--- src/logic/pam_pkg.sv ---
package pam_pkg;
   // ==============================================
   // Register byte offsets
   localparam logic [7:0] OFS_P3_LATCH   = 8'h00;
   localparam logic [7:0] OFS_P1_LATCH   = 8'h04;
   localparam logic [7:0] OFS_P3_DIR     = 8'h08;
   localparam logic [7:0] OFS_P1_DIR     = 8'h0C;
   localparam logic [7:0] OFS_FUNC_SEL   = 8'h10;
   localparam logic [7:0] OFS_P0_MASK    = 8'h14;
   localparam logic [7:0] OFS_IRQ_STATUS = 8'h18;
   localparam logic [7:0] OFS_IRQ_MASK   = 8'h1C;
   localparam logic [7:0] OFS_PIN_STATE  = 8'h20;

   // ==============================================
   // Function select fields
   localparam int SEL_SERIAL_A = 0;
   localparam int SEL_SERIAL_B = 1;
   localparam int SEL_QUAD     = 2;
   localparam int SEL_AND_OUT  = 3;
   localparam int SEL_W        = 4;

   // ==============================================
   // Interrupt status fields
   localparam int IRQ_EXT_A = 0;
   localparam int IRQ_EXT_B = 1;
   localparam int IRQ_W     = 2;

   // ==============================================
   // Pin positions
   localparam int P3_SER_A_RX = 0;
   localparam int P3_SER_A_TX = 1;
   localparam int P3_EXT_A    = 2;
   localparam int P3_EXT_B    = 3;
   localparam int P3_SPI_DI   = 4;
   localparam int P1_SER_B_TX = 1;
   localparam int P1_XTAL_OUT = 3;
   localparam int P1_XTAL_IN  = 4;
   localparam int P1_RF_IND_N = 6;
   localparam int P1_AND_OUT  = 7;

   // ==============================================
   // Reset values
   localparam logic [7:0]        LATCH_RST    = 8'hFF;
   localparam logic [7:0]        DIR_RST      = 8'h00;
   localparam logic [SEL_W-1:0]  SEL_RST      = 4'h0;
   localparam logic [7:0]        P0_MASK_RST  = 8'h00;
   localparam logic [IRQ_W-1:0]  IRQ_MASK_RST = 2'h0;

   // ==============================================
   // Bus responses
   localparam logic [1:0] RESP_OKAY   = 2'h0;
   localparam logic [1:0] RESP_SLVERR = 2'h2;
endpackage : pam_pkg

--- src/logic/pam_port_mux.sv ---
`timescale 1ns/1ps
// What this block does
// - Unselected pins act as plain port bits
// - Port three bit three feeds irq b
// - Port three bit two feeds irq a
// - Serial a transmit drives port three bit one
// - Port three bit zero feeds serial a receive
// - Port three bits zero, one feed quad x
// - Port one bits three, four feed quad z
// - Quad y phase a pin feeds decoder
// - SPI data pin feeds SPI in all modes
// - And select outputs AND of port zero|mask on bit seven unless radio enable is set
// - Radio enable drives indicator on bit seven
// - Radio enable drives inverse on bit six
// - Crystal enable releases sleep crystal pins
// - RC clock enable drives RC clock out unless crystal enable is set
// - Serial b transmit drives port one bit one
module pam_port_mux (
   input  wire logic                      aclk,
   input  wire logic                      aresetn,
   input  wire logic                      s_axi_awvalid,
   output logic                           s_axi_awready,
   input  wire logic [7:0]                s_axi_awaddr,
   input  wire logic                      s_axi_wvalid,
   output logic                           s_axi_wready,
   input  wire logic [31:0]               s_axi_wdata,
   input  wire logic [3:0]                s_axi_wstrb,
   output logic                           s_axi_bvalid,
   input  wire logic                      s_axi_bready,
   output logic [1:0]                     s_axi_bresp,
   input  wire logic                      s_axi_arvalid,
   output logic                           s_axi_arready,
   input  wire logic [7:0]                s_axi_araddr,
   output logic                           s_axi_rvalid,
   input  wire logic                      s_axi_rready,
   output logic [31:0]                    s_axi_rdata,
   output logic [1:0]                     s_axi_rresp,
   output logic                           irq,
   input  wire logic [7:0]                port_three_in,
   output logic [7:0]                     port_three_out,
   output logic [7:0]                     port_three_oe,
   input  wire logic [7:0]                port_one_in,
   output logic [7:0]                     port_one_out,
   output logic [7:0]                     port_one_oe,
   input  wire logic [7:0]                port_zero_value,
   input  wire logic                      serial_a_tx,
   input  wire logic                      serial_b_tx,
   input  wire logic                      rf_txrx_indicator,
   input  wire logic                      rf_indicator_en,
   input  wire logic                      sleep_xtal_en,
   input  wire logic                      internal_rc_osc,
   input  wire logic                      rc_clock_out_en,
   output logic                           ext_irq_a,
   output logic                           ext_irq_b,
   output logic                           serial_a_rx,
   output logic                           quad_x_phase_a,
   output logic                           quad_x_phase_b,
   output logic                           quad_y_phase_a,
   output logic                           quad_z_phase_a,
   output logic                           quad_z_phase_b,
   output logic                           serial_periph_data_in,
   output logic                           port_zero_and_out
);
   import pam_pkg::*;

   // ==============================================
   // Pin synchronisers
   logic [7:0] p3_meta_q, p3_sync_q, p3_prev_q;
   logic [7:0] p1_meta_q, p1_sync_q;

   always_ff @(posedge aclk) begin
      if (!aresetn) begin
         p3_meta_q <= LATCH_RST;
         p3_sync_q <= LATCH_RST;
         p3_prev_q <= LATCH_RST;
         p1_meta_q <= LATCH_RST;
         p1_sync_q <= LATCH_RST;
      end else begin
         p3_meta_q <= port_three_in;
         p3_sync_q <= p3_meta_q;
         p3_prev_q <= p3_sync_q;
         p1_meta_q <= port_one_in;
         p1_sync_q <= p1_meta_q;
      end
   end

   // ==============================================
   // Register state
   logic [7:0]       p3_latch_q, p3_latch_d, p1_latch_q, p1_latch_d;
   logic [7:0]       p3_dir_q, p3_dir_d, p1_dir_q, p1_dir_d;
   logic [SEL_W-1:0] sel_q, sel_d;
   logic [7:0]       mask_q, mask_d;
   logic [IRQ_W-1:0] irq_st_q, irq_st_d, irq_en_q, irq_en_d;
   logic             aw_held_q, aw_held_d, w_held_q, w_held_d;
   logic [7:0]       awaddr_q, awaddr_d, wdata_q, wdata_d;
   logic             wlane_q, wlane_d;
   logic             bvalid_q, bvalid_d, rvalid_q, rvalid_d;
   logic [1:0]       bresp_q, bresp_d, rresp_q, rresp_d;
   logic [31:0]      rdata_q, rdata_d;
   logic [IRQ_W-1:0] irq_event;
   logic             commit, wr_ok, rd_ok;
   logic [7:0]       rd_byte;

   // Falling edges on the interrupt pins are the events
   assign irq_event[IRQ_EXT_A] = p3_prev_q[P3_EXT_A] & ~p3_sync_q[P3_EXT_A];
   assign irq_event[IRQ_EXT_B] = p3_prev_q[P3_EXT_B] & ~p3_sync_q[P3_EXT_B];

   assign s_axi_awready = !aw_held_q && !bvalid_q;
   assign s_axi_wready  = !w_held_q && !bvalid_q;
   assign s_axi_arready = !rvalid_q;
   assign s_axi_bvalid  = bvalid_q;
   assign s_axi_bresp   = bresp_q;
   assign s_axi_rvalid  = rvalid_q;
   assign s_axi_rdata   = rdata_q;
   assign s_axi_rresp   = rresp_q;
   assign commit        = aw_held_q && w_held_q && !bvalid_q;

   always_comb begin
      rd_ok = 1'b1;
      case (s_axi_araddr)
         OFS_P3_LATCH:   rd_byte = p3_latch_q;
         OFS_P1_LATCH:   rd_byte = p1_latch_q;
         OFS_P3_DIR:     rd_byte = p3_dir_q;
         OFS_P1_DIR:     rd_byte = p1_dir_q;
         OFS_FUNC_SEL:   rd_byte = {4'h0, sel_q};
         OFS_P0_MASK:    rd_byte = mask_q;
         OFS_IRQ_STATUS: rd_byte = {6'h00, irq_st_q};
         OFS_IRQ_MASK:   rd_byte = {6'h00, irq_en_q};
         OFS_PIN_STATE:  rd_byte = p3_sync_q;
         default: begin
            rd_byte = 8'h00;
            rd_ok   = 1'b0;
         end
      endcase
   end

   always_comb begin
      p3_latch_d = p3_latch_q;
      p1_latch_d = p1_latch_q;
      p3_dir_d   = p3_dir_q;
      p1_dir_d   = p1_dir_q;
      sel_d      = sel_q;
      mask_d     = mask_q;
      irq_en_d   = irq_en_q;
      irq_st_d   = irq_st_q;
      aw_held_d  = aw_held_q;
      w_held_d   = w_held_q;
      awaddr_d   = awaddr_q;
      wdata_d    = wdata_q;
      wlane_d    = wlane_q;
      bvalid_d   = bvalid_q;
      bresp_d    = bresp_q;
      rvalid_d   = rvalid_q;
      rresp_d    = rresp_q;
      rdata_d    = rdata_q;
      wr_ok      = 1'b1;
      if (s_axi_awvalid && s_axi_awready) begin
         aw_held_d = 1'b1;
         awaddr_d  = s_axi_awaddr;
      end
      if (s_axi_wvalid && s_axi_wready) begin
         w_held_d = 1'b1;
         wdata_d  = s_axi_wdata[7:0];
         wlane_d  = s_axi_wstrb[0];
      end
      if (commit) begin
         aw_held_d = 1'b0;
         w_held_d  = 1'b0;
         bvalid_d  = 1'b1;
         case (awaddr_q)
            OFS_P3_LATCH:   if (wlane_q) p3_latch_d = wdata_q;
            OFS_P1_LATCH:   if (wlane_q) p1_latch_d = wdata_q;
            OFS_P3_DIR:     if (wlane_q) p3_dir_d = wdata_q;
            OFS_P1_DIR:     if (wlane_q) p1_dir_d = wdata_q;
            OFS_FUNC_SEL:   if (wlane_q) sel_d = wdata_q[SEL_W-1:0];
            OFS_P0_MASK:    if (wlane_q) mask_d = wdata_q;
            OFS_IRQ_MASK:   if (wlane_q) irq_en_d = wdata_q[IRQ_W-1:0];
            OFS_IRQ_STATUS: if (wlane_q) irq_st_d = irq_st_q & ~wdata_q[IRQ_W-1:0];
            OFS_PIN_STATE:  wr_ok = 1'b1;
            default:        wr_ok = 1'b0;
         endcase
         bresp_d = wr_ok ? RESP_OKAY : RESP_SLVERR;
      end
      // Set beats a simultaneous clear
      irq_st_d = irq_st_d | irq_event;
      if (bvalid_q && s_axi_bready) begin
         bvalid_d = 1'b0;
      end
      if (rvalid_q && s_axi_rready) begin
         rvalid_d = 1'b0;
      end
      if (s_axi_arvalid && s_axi_arready) begin
         rvalid_d = 1'b1;
         rdata_d  = {24'h000000, rd_byte};
         rresp_d  = rd_ok ? RESP_OKAY : RESP_SLVERR;
      end
   end

   always_ff @(posedge aclk) begin
      if (!aresetn) begin
         p3_latch_q <= LATCH_RST;
         p1_latch_q <= LATCH_RST;
         p3_dir_q   <= DIR_RST;
         p1_dir_q   <= DIR_RST;
         sel_q      <= SEL_RST;
         mask_q     <= P0_MASK_RST;
         irq_st_q   <= '0;
         irq_en_q   <= IRQ_MASK_RST;
         aw_held_q  <= 1'b0;
         w_held_q   <= 1'b0;
         awaddr_q   <= 8'h00;
         wdata_q    <= 8'h00;
         wlane_q    <= 1'b0;
         bvalid_q   <= 1'b0;
         bresp_q    <= RESP_OKAY;
         rvalid_q   <= 1'b0;
         rresp_q    <= RESP_OKAY;
         rdata_q    <= 32'h00000000;
      end else begin
         p3_latch_q <= p3_latch_d;
         p1_latch_q <= p1_latch_d;
         p3_dir_q   <= p3_dir_d;
         p1_dir_q   <= p1_dir_d;
         sel_q      <= sel_d;
         mask_q     <= mask_d;
         irq_st_q   <= irq_st_d;
         irq_en_q   <= irq_en_d;
         aw_held_q  <= aw_held_d;
         w_held_q   <= w_held_d;
         awaddr_q   <= awaddr_d;
         wdata_q    <= wdata_d;
         wlane_q    <= wlane_d;
         bvalid_q   <= bvalid_d;
         bresp_q    <= bresp_d;
         rvalid_q   <= rvalid_d;
         rresp_q    <= rresp_d;
         rdata_q    <= rdata_d;
      end
   end

   assign irq = |(irq_st_q & irq_en_q);

   // ==============================================
   // Pin output mux
   logic [7:0] p3_out_d, p3_oe_d, p1_out_d, p1_oe_d;
   logic [7:0] p3_out_q, p3_oe_q, p1_out_q, p1_oe_q;
   logic       and_val;

   assign and_val = &(port_zero_value | mask_q);

   always_comb begin
      p3_out_d = p3_latch_q;
      p3_oe_d  = p3_dir_q;
      p1_out_d = p1_latch_q;
      p1_oe_d  = p1_dir_q;
      if (sel_q[SEL_SERIAL_A]) begin
         p3_out_d[P3_SER_A_TX] = serial_a_tx;
         p3_oe_d[P3_SER_A_TX]  = 1'b1;
         p3_oe_d[P3_SER_A_RX]  = 1'b0;
      end
      if (sel_q[SEL_SERIAL_B]) begin
         p1_out_d[P1_SER_B_TX] = serial_b_tx;
         p1_oe_d[P1_SER_B_TX]  = 1'b1;
      end
      // Radio indicator outranks the AND output on bit seven
      if (rf_indicator_en) begin
         p1_out_d[P1_AND_OUT]  = rf_txrx_indicator;
         p1_oe_d[P1_AND_OUT]   = 1'b1;
         p1_out_d[P1_RF_IND_N] = ~rf_txrx_indicator;
         p1_oe_d[P1_RF_IND_N]  = 1'b1;
      end else if (sel_q[SEL_AND_OUT]) begin
         p1_out_d[P1_AND_OUT] = and_val;
         p1_oe_d[P1_AND_OUT]  = 1'b1;
      end
      // Crystal must see no driver at all, so it wins
      if (sleep_xtal_en) begin
         p1_oe_d[P1_XTAL_IN]  = 1'b0;
         p1_oe_d[P1_XTAL_OUT] = 1'b0;
      end else if (rc_clock_out_en) begin
         p1_out_d[P1_XTAL_OUT] = internal_rc_osc;
         p1_oe_d[P1_XTAL_OUT]  = 1'b1;
      end
   end

   always_ff @(posedge aclk) begin
      if (!aresetn) begin
         p3_out_q <= LATCH_RST;
         p1_out_q <= LATCH_RST;
         p3_oe_q  <= DIR_RST;
         p1_oe_q  <= DIR_RST;
      end else begin
         p3_out_q <= p3_out_d;
         p1_out_q <= p1_out_d;
         p3_oe_q  <= p3_oe_d;
         p1_oe_q  <= p1_oe_d;
      end
   end

   assign port_three_out    = p3_out_q;
   assign port_three_oe     = p3_oe_q;
   assign port_one_out      = p1_out_q;
   assign port_one_oe       = p1_oe_q;
   assign port_zero_and_out = and_val;

   // ==============================================
   // Inputs routed to peripherals
   assign ext_irq_b      = p3_sync_q[P3_EXT_B];
   assign ext_irq_a      = p3_sync_q[P3_EXT_A];
   // Idle-high receive line while the serial port is off the pins
   assign serial_a_rx    = sel_q[SEL_SERIAL_A] ? p3_sync_q[P3_SER_A_RX]
                                               : 1'b1;
   assign quad_x_phase_a = sel_q[SEL_QUAD] & p3_sync_q[P3_SER_A_RX];
   assign quad_x_phase_b = sel_q[SEL_QUAD] & p3_sync_q[P3_SER_A_TX];
   assign quad_z_phase_a = sel_q[SEL_QUAD] & p1_sync_q[P1_XTAL_OUT];
   assign quad_z_phase_b = sel_q[SEL_QUAD] & p1_sync_q[P1_XTAL_IN];
   assign quad_y_phase_a = sel_q[SEL_QUAD] & p3_sync_q[P3_SPI_DI];
   assign serial_periph_data_in = p3_sync_q[P3_SPI_DI];
endmodule : pam_port_mux

--- config.mk ---
export PLATFORM = sky130hd
export DESIGN_NAME = pam_port_mux
export DESIGN_NICKNAME = d
export VERILOG_FILES = /design/src/logic/pam_pkg.sv /design/src/logic/pam_port_mux.sv
export SDC_FILE = /design/constraint.sdc
export NUM_CORES = 1
export LEC_CHECK = 0
export CORE_UTILIZATION = 40
export DETAILED_ROUTE_END_ITERATION = 10
export DONT_BUFFER_PORTS = 1
export SLEW_MARGIN = 20
export SYNTH_ARGS = -nofsm -noshare
export SYNTH_HDL_FRONTEND = slang
export SYNTH_SLANG_ARGS = --single-unit
export TNS_END_PERCENT = 1
--- constraint.sdc ---
create_clock -name aclk -period 1.7 [get_ports aclk]
set_input_delay 0.255 -clock aclk [delete_from_list [all_inputs] [get_ports aclk]]
set_output_delay 0.255 -clock aclk [all_outputs]
set_load 0.005 [all_outputs]
==> impl_metrics.yaml <==
place:
  finalWeightedCongestion: 0.815
  io_buffers: 0
  pre_cts_slack_ns: -0.101
  dp.final_hpwl_mm: 9.24
  placed_area_um2: 5660
route:
  route.detailed.drc: 0
  first_iter_violations: 303
  vias: 4086
  drt_wl_total_mm: 13.8
  wl_per_cell_um: 17.3
  detail_route.vias_per_cell: 5.11
  antenna_left: 0
  first_pass_iters: 4
logic_synthesis:
  synth_area_per_cell_um2: 9.62
  synth.ff_latch_count: 133
  ys_async_sr_fraction: 0
  synth_area_leaders: "dfxtp_1, mux2i_1, nand2_1"
  synth_cells: 568
  synth_edf_count: 0
  yosysWarnings: 0
  yosysTopAreaCellShare: 0.487
  synth_area_um2: 5460
  synth_cell_types: 52
  synth_largest_area_cell: "dfxtp_1"
  yosysSeqAreaShare: 0.487
  synth_flop_cell: "dfxtp_1"
die:
  core_area_um2: 13300
  die_w_um: 119
  die_area_um2: 14100
  num_rows: 42
  io_pins: 174
  initial_utilization: 0.411
  die_height_um: 119
worst_setup_path:
  worstPathCellList: "or4b_4 -> nor3_4 -> and3_4 -> mux2_2"
  crit_required_ns: 2.00
  rr_worst_depth: 4
  cp-start-kind: "flip-flop"
  arrival_ns: 2.05
  crit_type: "flip-flop to flip-flop"
  crit_path_end_kind: "flip-flop"
  cpPeakStageDelay_ns: 0.57
  r2r_setup_slack_ns: -0.05
  rr_endpoint: "p1_latch_q[4]$_SDFFE_PN1P_"
  cp-startpoint: "awaddr_q[5]$_SDFFE_PN0P_"
  slowest_stage: "or4b_4"
  worst-path-stages: 4
  path_buf_inv: 0
  cpLargestDelayFamily: "simple AND/OR/NAND/NOR gates"
  worstPathMaxFanout: 4
  r2r_start: "awaddr_q[5]$_SDFFE_PN0P_"
global_route:
  gr-total-overflow: 0
  grt_pass1_wl_mm: 21.5
  antenna_found_initial: 0
  grt_pass1_vias: 4013
  grt_usage: 0.201
  grt_max_degree: 86
sta:
  fin_crit_ns: 1.75
  hold_violations: 0
  slew_violations: 0
  finalWorstSetupSlack_ns: -0.0490
  skew_ns: 0.00988
  rsz0062_at_grt: "true"
  max_clock_freq_mhz: 572
  fin_crit_sh: 1.03
  setup_viol: 17
  tns_ns: -0.435
clocking:
  clockRootBuffer: "clkbuf_16"
  clock_path_buffers: 2
  cts_tree: "done"
  cts_num_sinks: 133
  cts-htree-levels: 4
  cts_made_buffers: 17
  path_clk_slew_ns: 0.05
  clk_latency_ns: 0.41
power_and_ir_drop:
  total_power_uw: 7650
  ir_drop_mv: 0.716
  p_per_area_nw_per_um2: 1140
  leakagePower_uw: 0.00269
finish:
  antennaDiodeCount: 0
  nets: 701
  fin_area_um2: 6730
  final_common_cell: "dfxtp_1"
  final_cell_mix: "dfxtp_1, nand2_1, mux2i_1"
  drive_gt1_frac: 0.140
  layout-area-overhead-vs-synth_pct: 23.2
run:
  maxCapViolCount: 0
run_status:
  violations: "setup timing"
  status: "complete, but fails checks"
min_path:
  hold_class: "input port to flip-flop"
  hp-start: "s_axi_awaddr[5]"
  hold_path_depth: 2
  worstHoldEndpoint: "awaddr_q[5]$_SDFFE_PN0P_"
[worst reg2reg max path, stage by stage, from the launching register on]
cell	delay (ns)
dfxtp_2	0.32
or4b_4	0.57
nor3_4	0.17
and3_4	0.25
mux2_2	0.33
[through the flow]
step           hold slack, ns  cells   util
6_report               0.0134    799  0.506
5_1_grt               0.00183    799  0.506
4_1_cts               0.00248    799  0.503
3_5_place_dp            0.337    734  0.425
3_3_place_gp            0.334    734  0.425
2_1_floorplan           0.331    593      -
[where the power goes]
group          internal [uW]  switching [uW]  total [uW]
Sequential              3190            58.9        3250
Clock                   2680            1300        3980
Combinational            200             217         417
Total                   6070            1580        7650
[state kept, by name, summed over array words and instances, names as in the netlist, 2 cells and up]
| register | count |
|---|---|
| awaddr_q | 8 |
| irq_en_q | 2 |
| irq_st_q | 2 |
| mask_q | 8 |
| p1_dir_q | 8 |
| p1_latch_q | 8 |
| p1_meta_q | 2 |
| p1_sync_q | 2 |
| p3_dir_q | 8 |
| p3_latch_q | 8 |
| p3_meta_q | 8 |
| p3_prev_q | 2 |
| p3_sync_q | 8 |
| port_one_oe | 8 |
| port_one_out | 8 |
| port_three_oe | 8 |
| port_three_out | 8 |
| s_axi_rdata | 8 |
| sel_q | 4 |
| wdata_q | 8 |
[worst max path at each step]
stage                                            end  slack, ns
after CTS                 p1_latch_q[4]$_SDFFE_PN1P_      -0.04
after global placement    p1_latch_q[0]$_SDFFE_PN1P_      -0.08
after global routing      p1_latch_q[3]$_SDFFE_PN1P_      -0.12
after detailed placement  p1_latch_q[4]$_SDFFE_PN1P_      -0.10
after floorplan           p1_latch_q[0]$_SDFFE_PN1P_      -0.08
final                     p1_latch_q[4]$_SDFFE_PN1P_      -0.05
[area by class of cell]
cell class,instances,area (um^2)
clock buffer,24,512
clock inverter,7,141
fill,1236,6570
inverter,10,37.5
multi-input combinational,392,2580
sequential,133,2670
tap,176,220
timing repair buffer,57,563
[timing repair]
item | in CTS | in global routing
endpoints found under the setup margin | 19 | 27
buffers inserted | 0 | 0
hold buffers | 34 | 0
gates cloned | 0 | 0
resized for setup | 5 | 13
endpoints found under the hold margin | 90 | 0
pin swaps | 3 | 2
[metal layers]
layer  vias to the layer above  wire length [um]  global-route usage
met5                         -                 0                   0
met4                         0               229              0.0712
met2                       144              6650               0.323
li1                       1985                 -                   -
met3                        19               743              0.0580
met1                      1938              6220               0.258
[logic make-up after synthesis]
family                 after synthesis  share of synthesized area
AO/OA/AOI/OAI                       91                      0.109
buffers and inverters               68                     0.0669
AND/OR/NAND/NOR                    222                      0.230
flip-flops                         133                      0.487
other                                1                   0.000686
multiplexers                        53                      0.106
[synthesized netlist by cell type, types with 4 or more instances]
library cell	instances
dfxtp_1	133
nand2_1	72
mux2i_1	42
nand2b_1	40
buf_4	28
nor2b_1	28
o21ai_0	26
clkbuf_1	24
a21boi_0	20
and2_1	20
nor2_1	16
a21oi_1	11
inv_1	10
mux2_2	8
a31oi_1	6
o2bb2ai_1	6
nor3_1	5
nor3b_1	5
o22ai_1	5
buf_2	4
nand3_1	4
(Power assumes the default switching activity.)
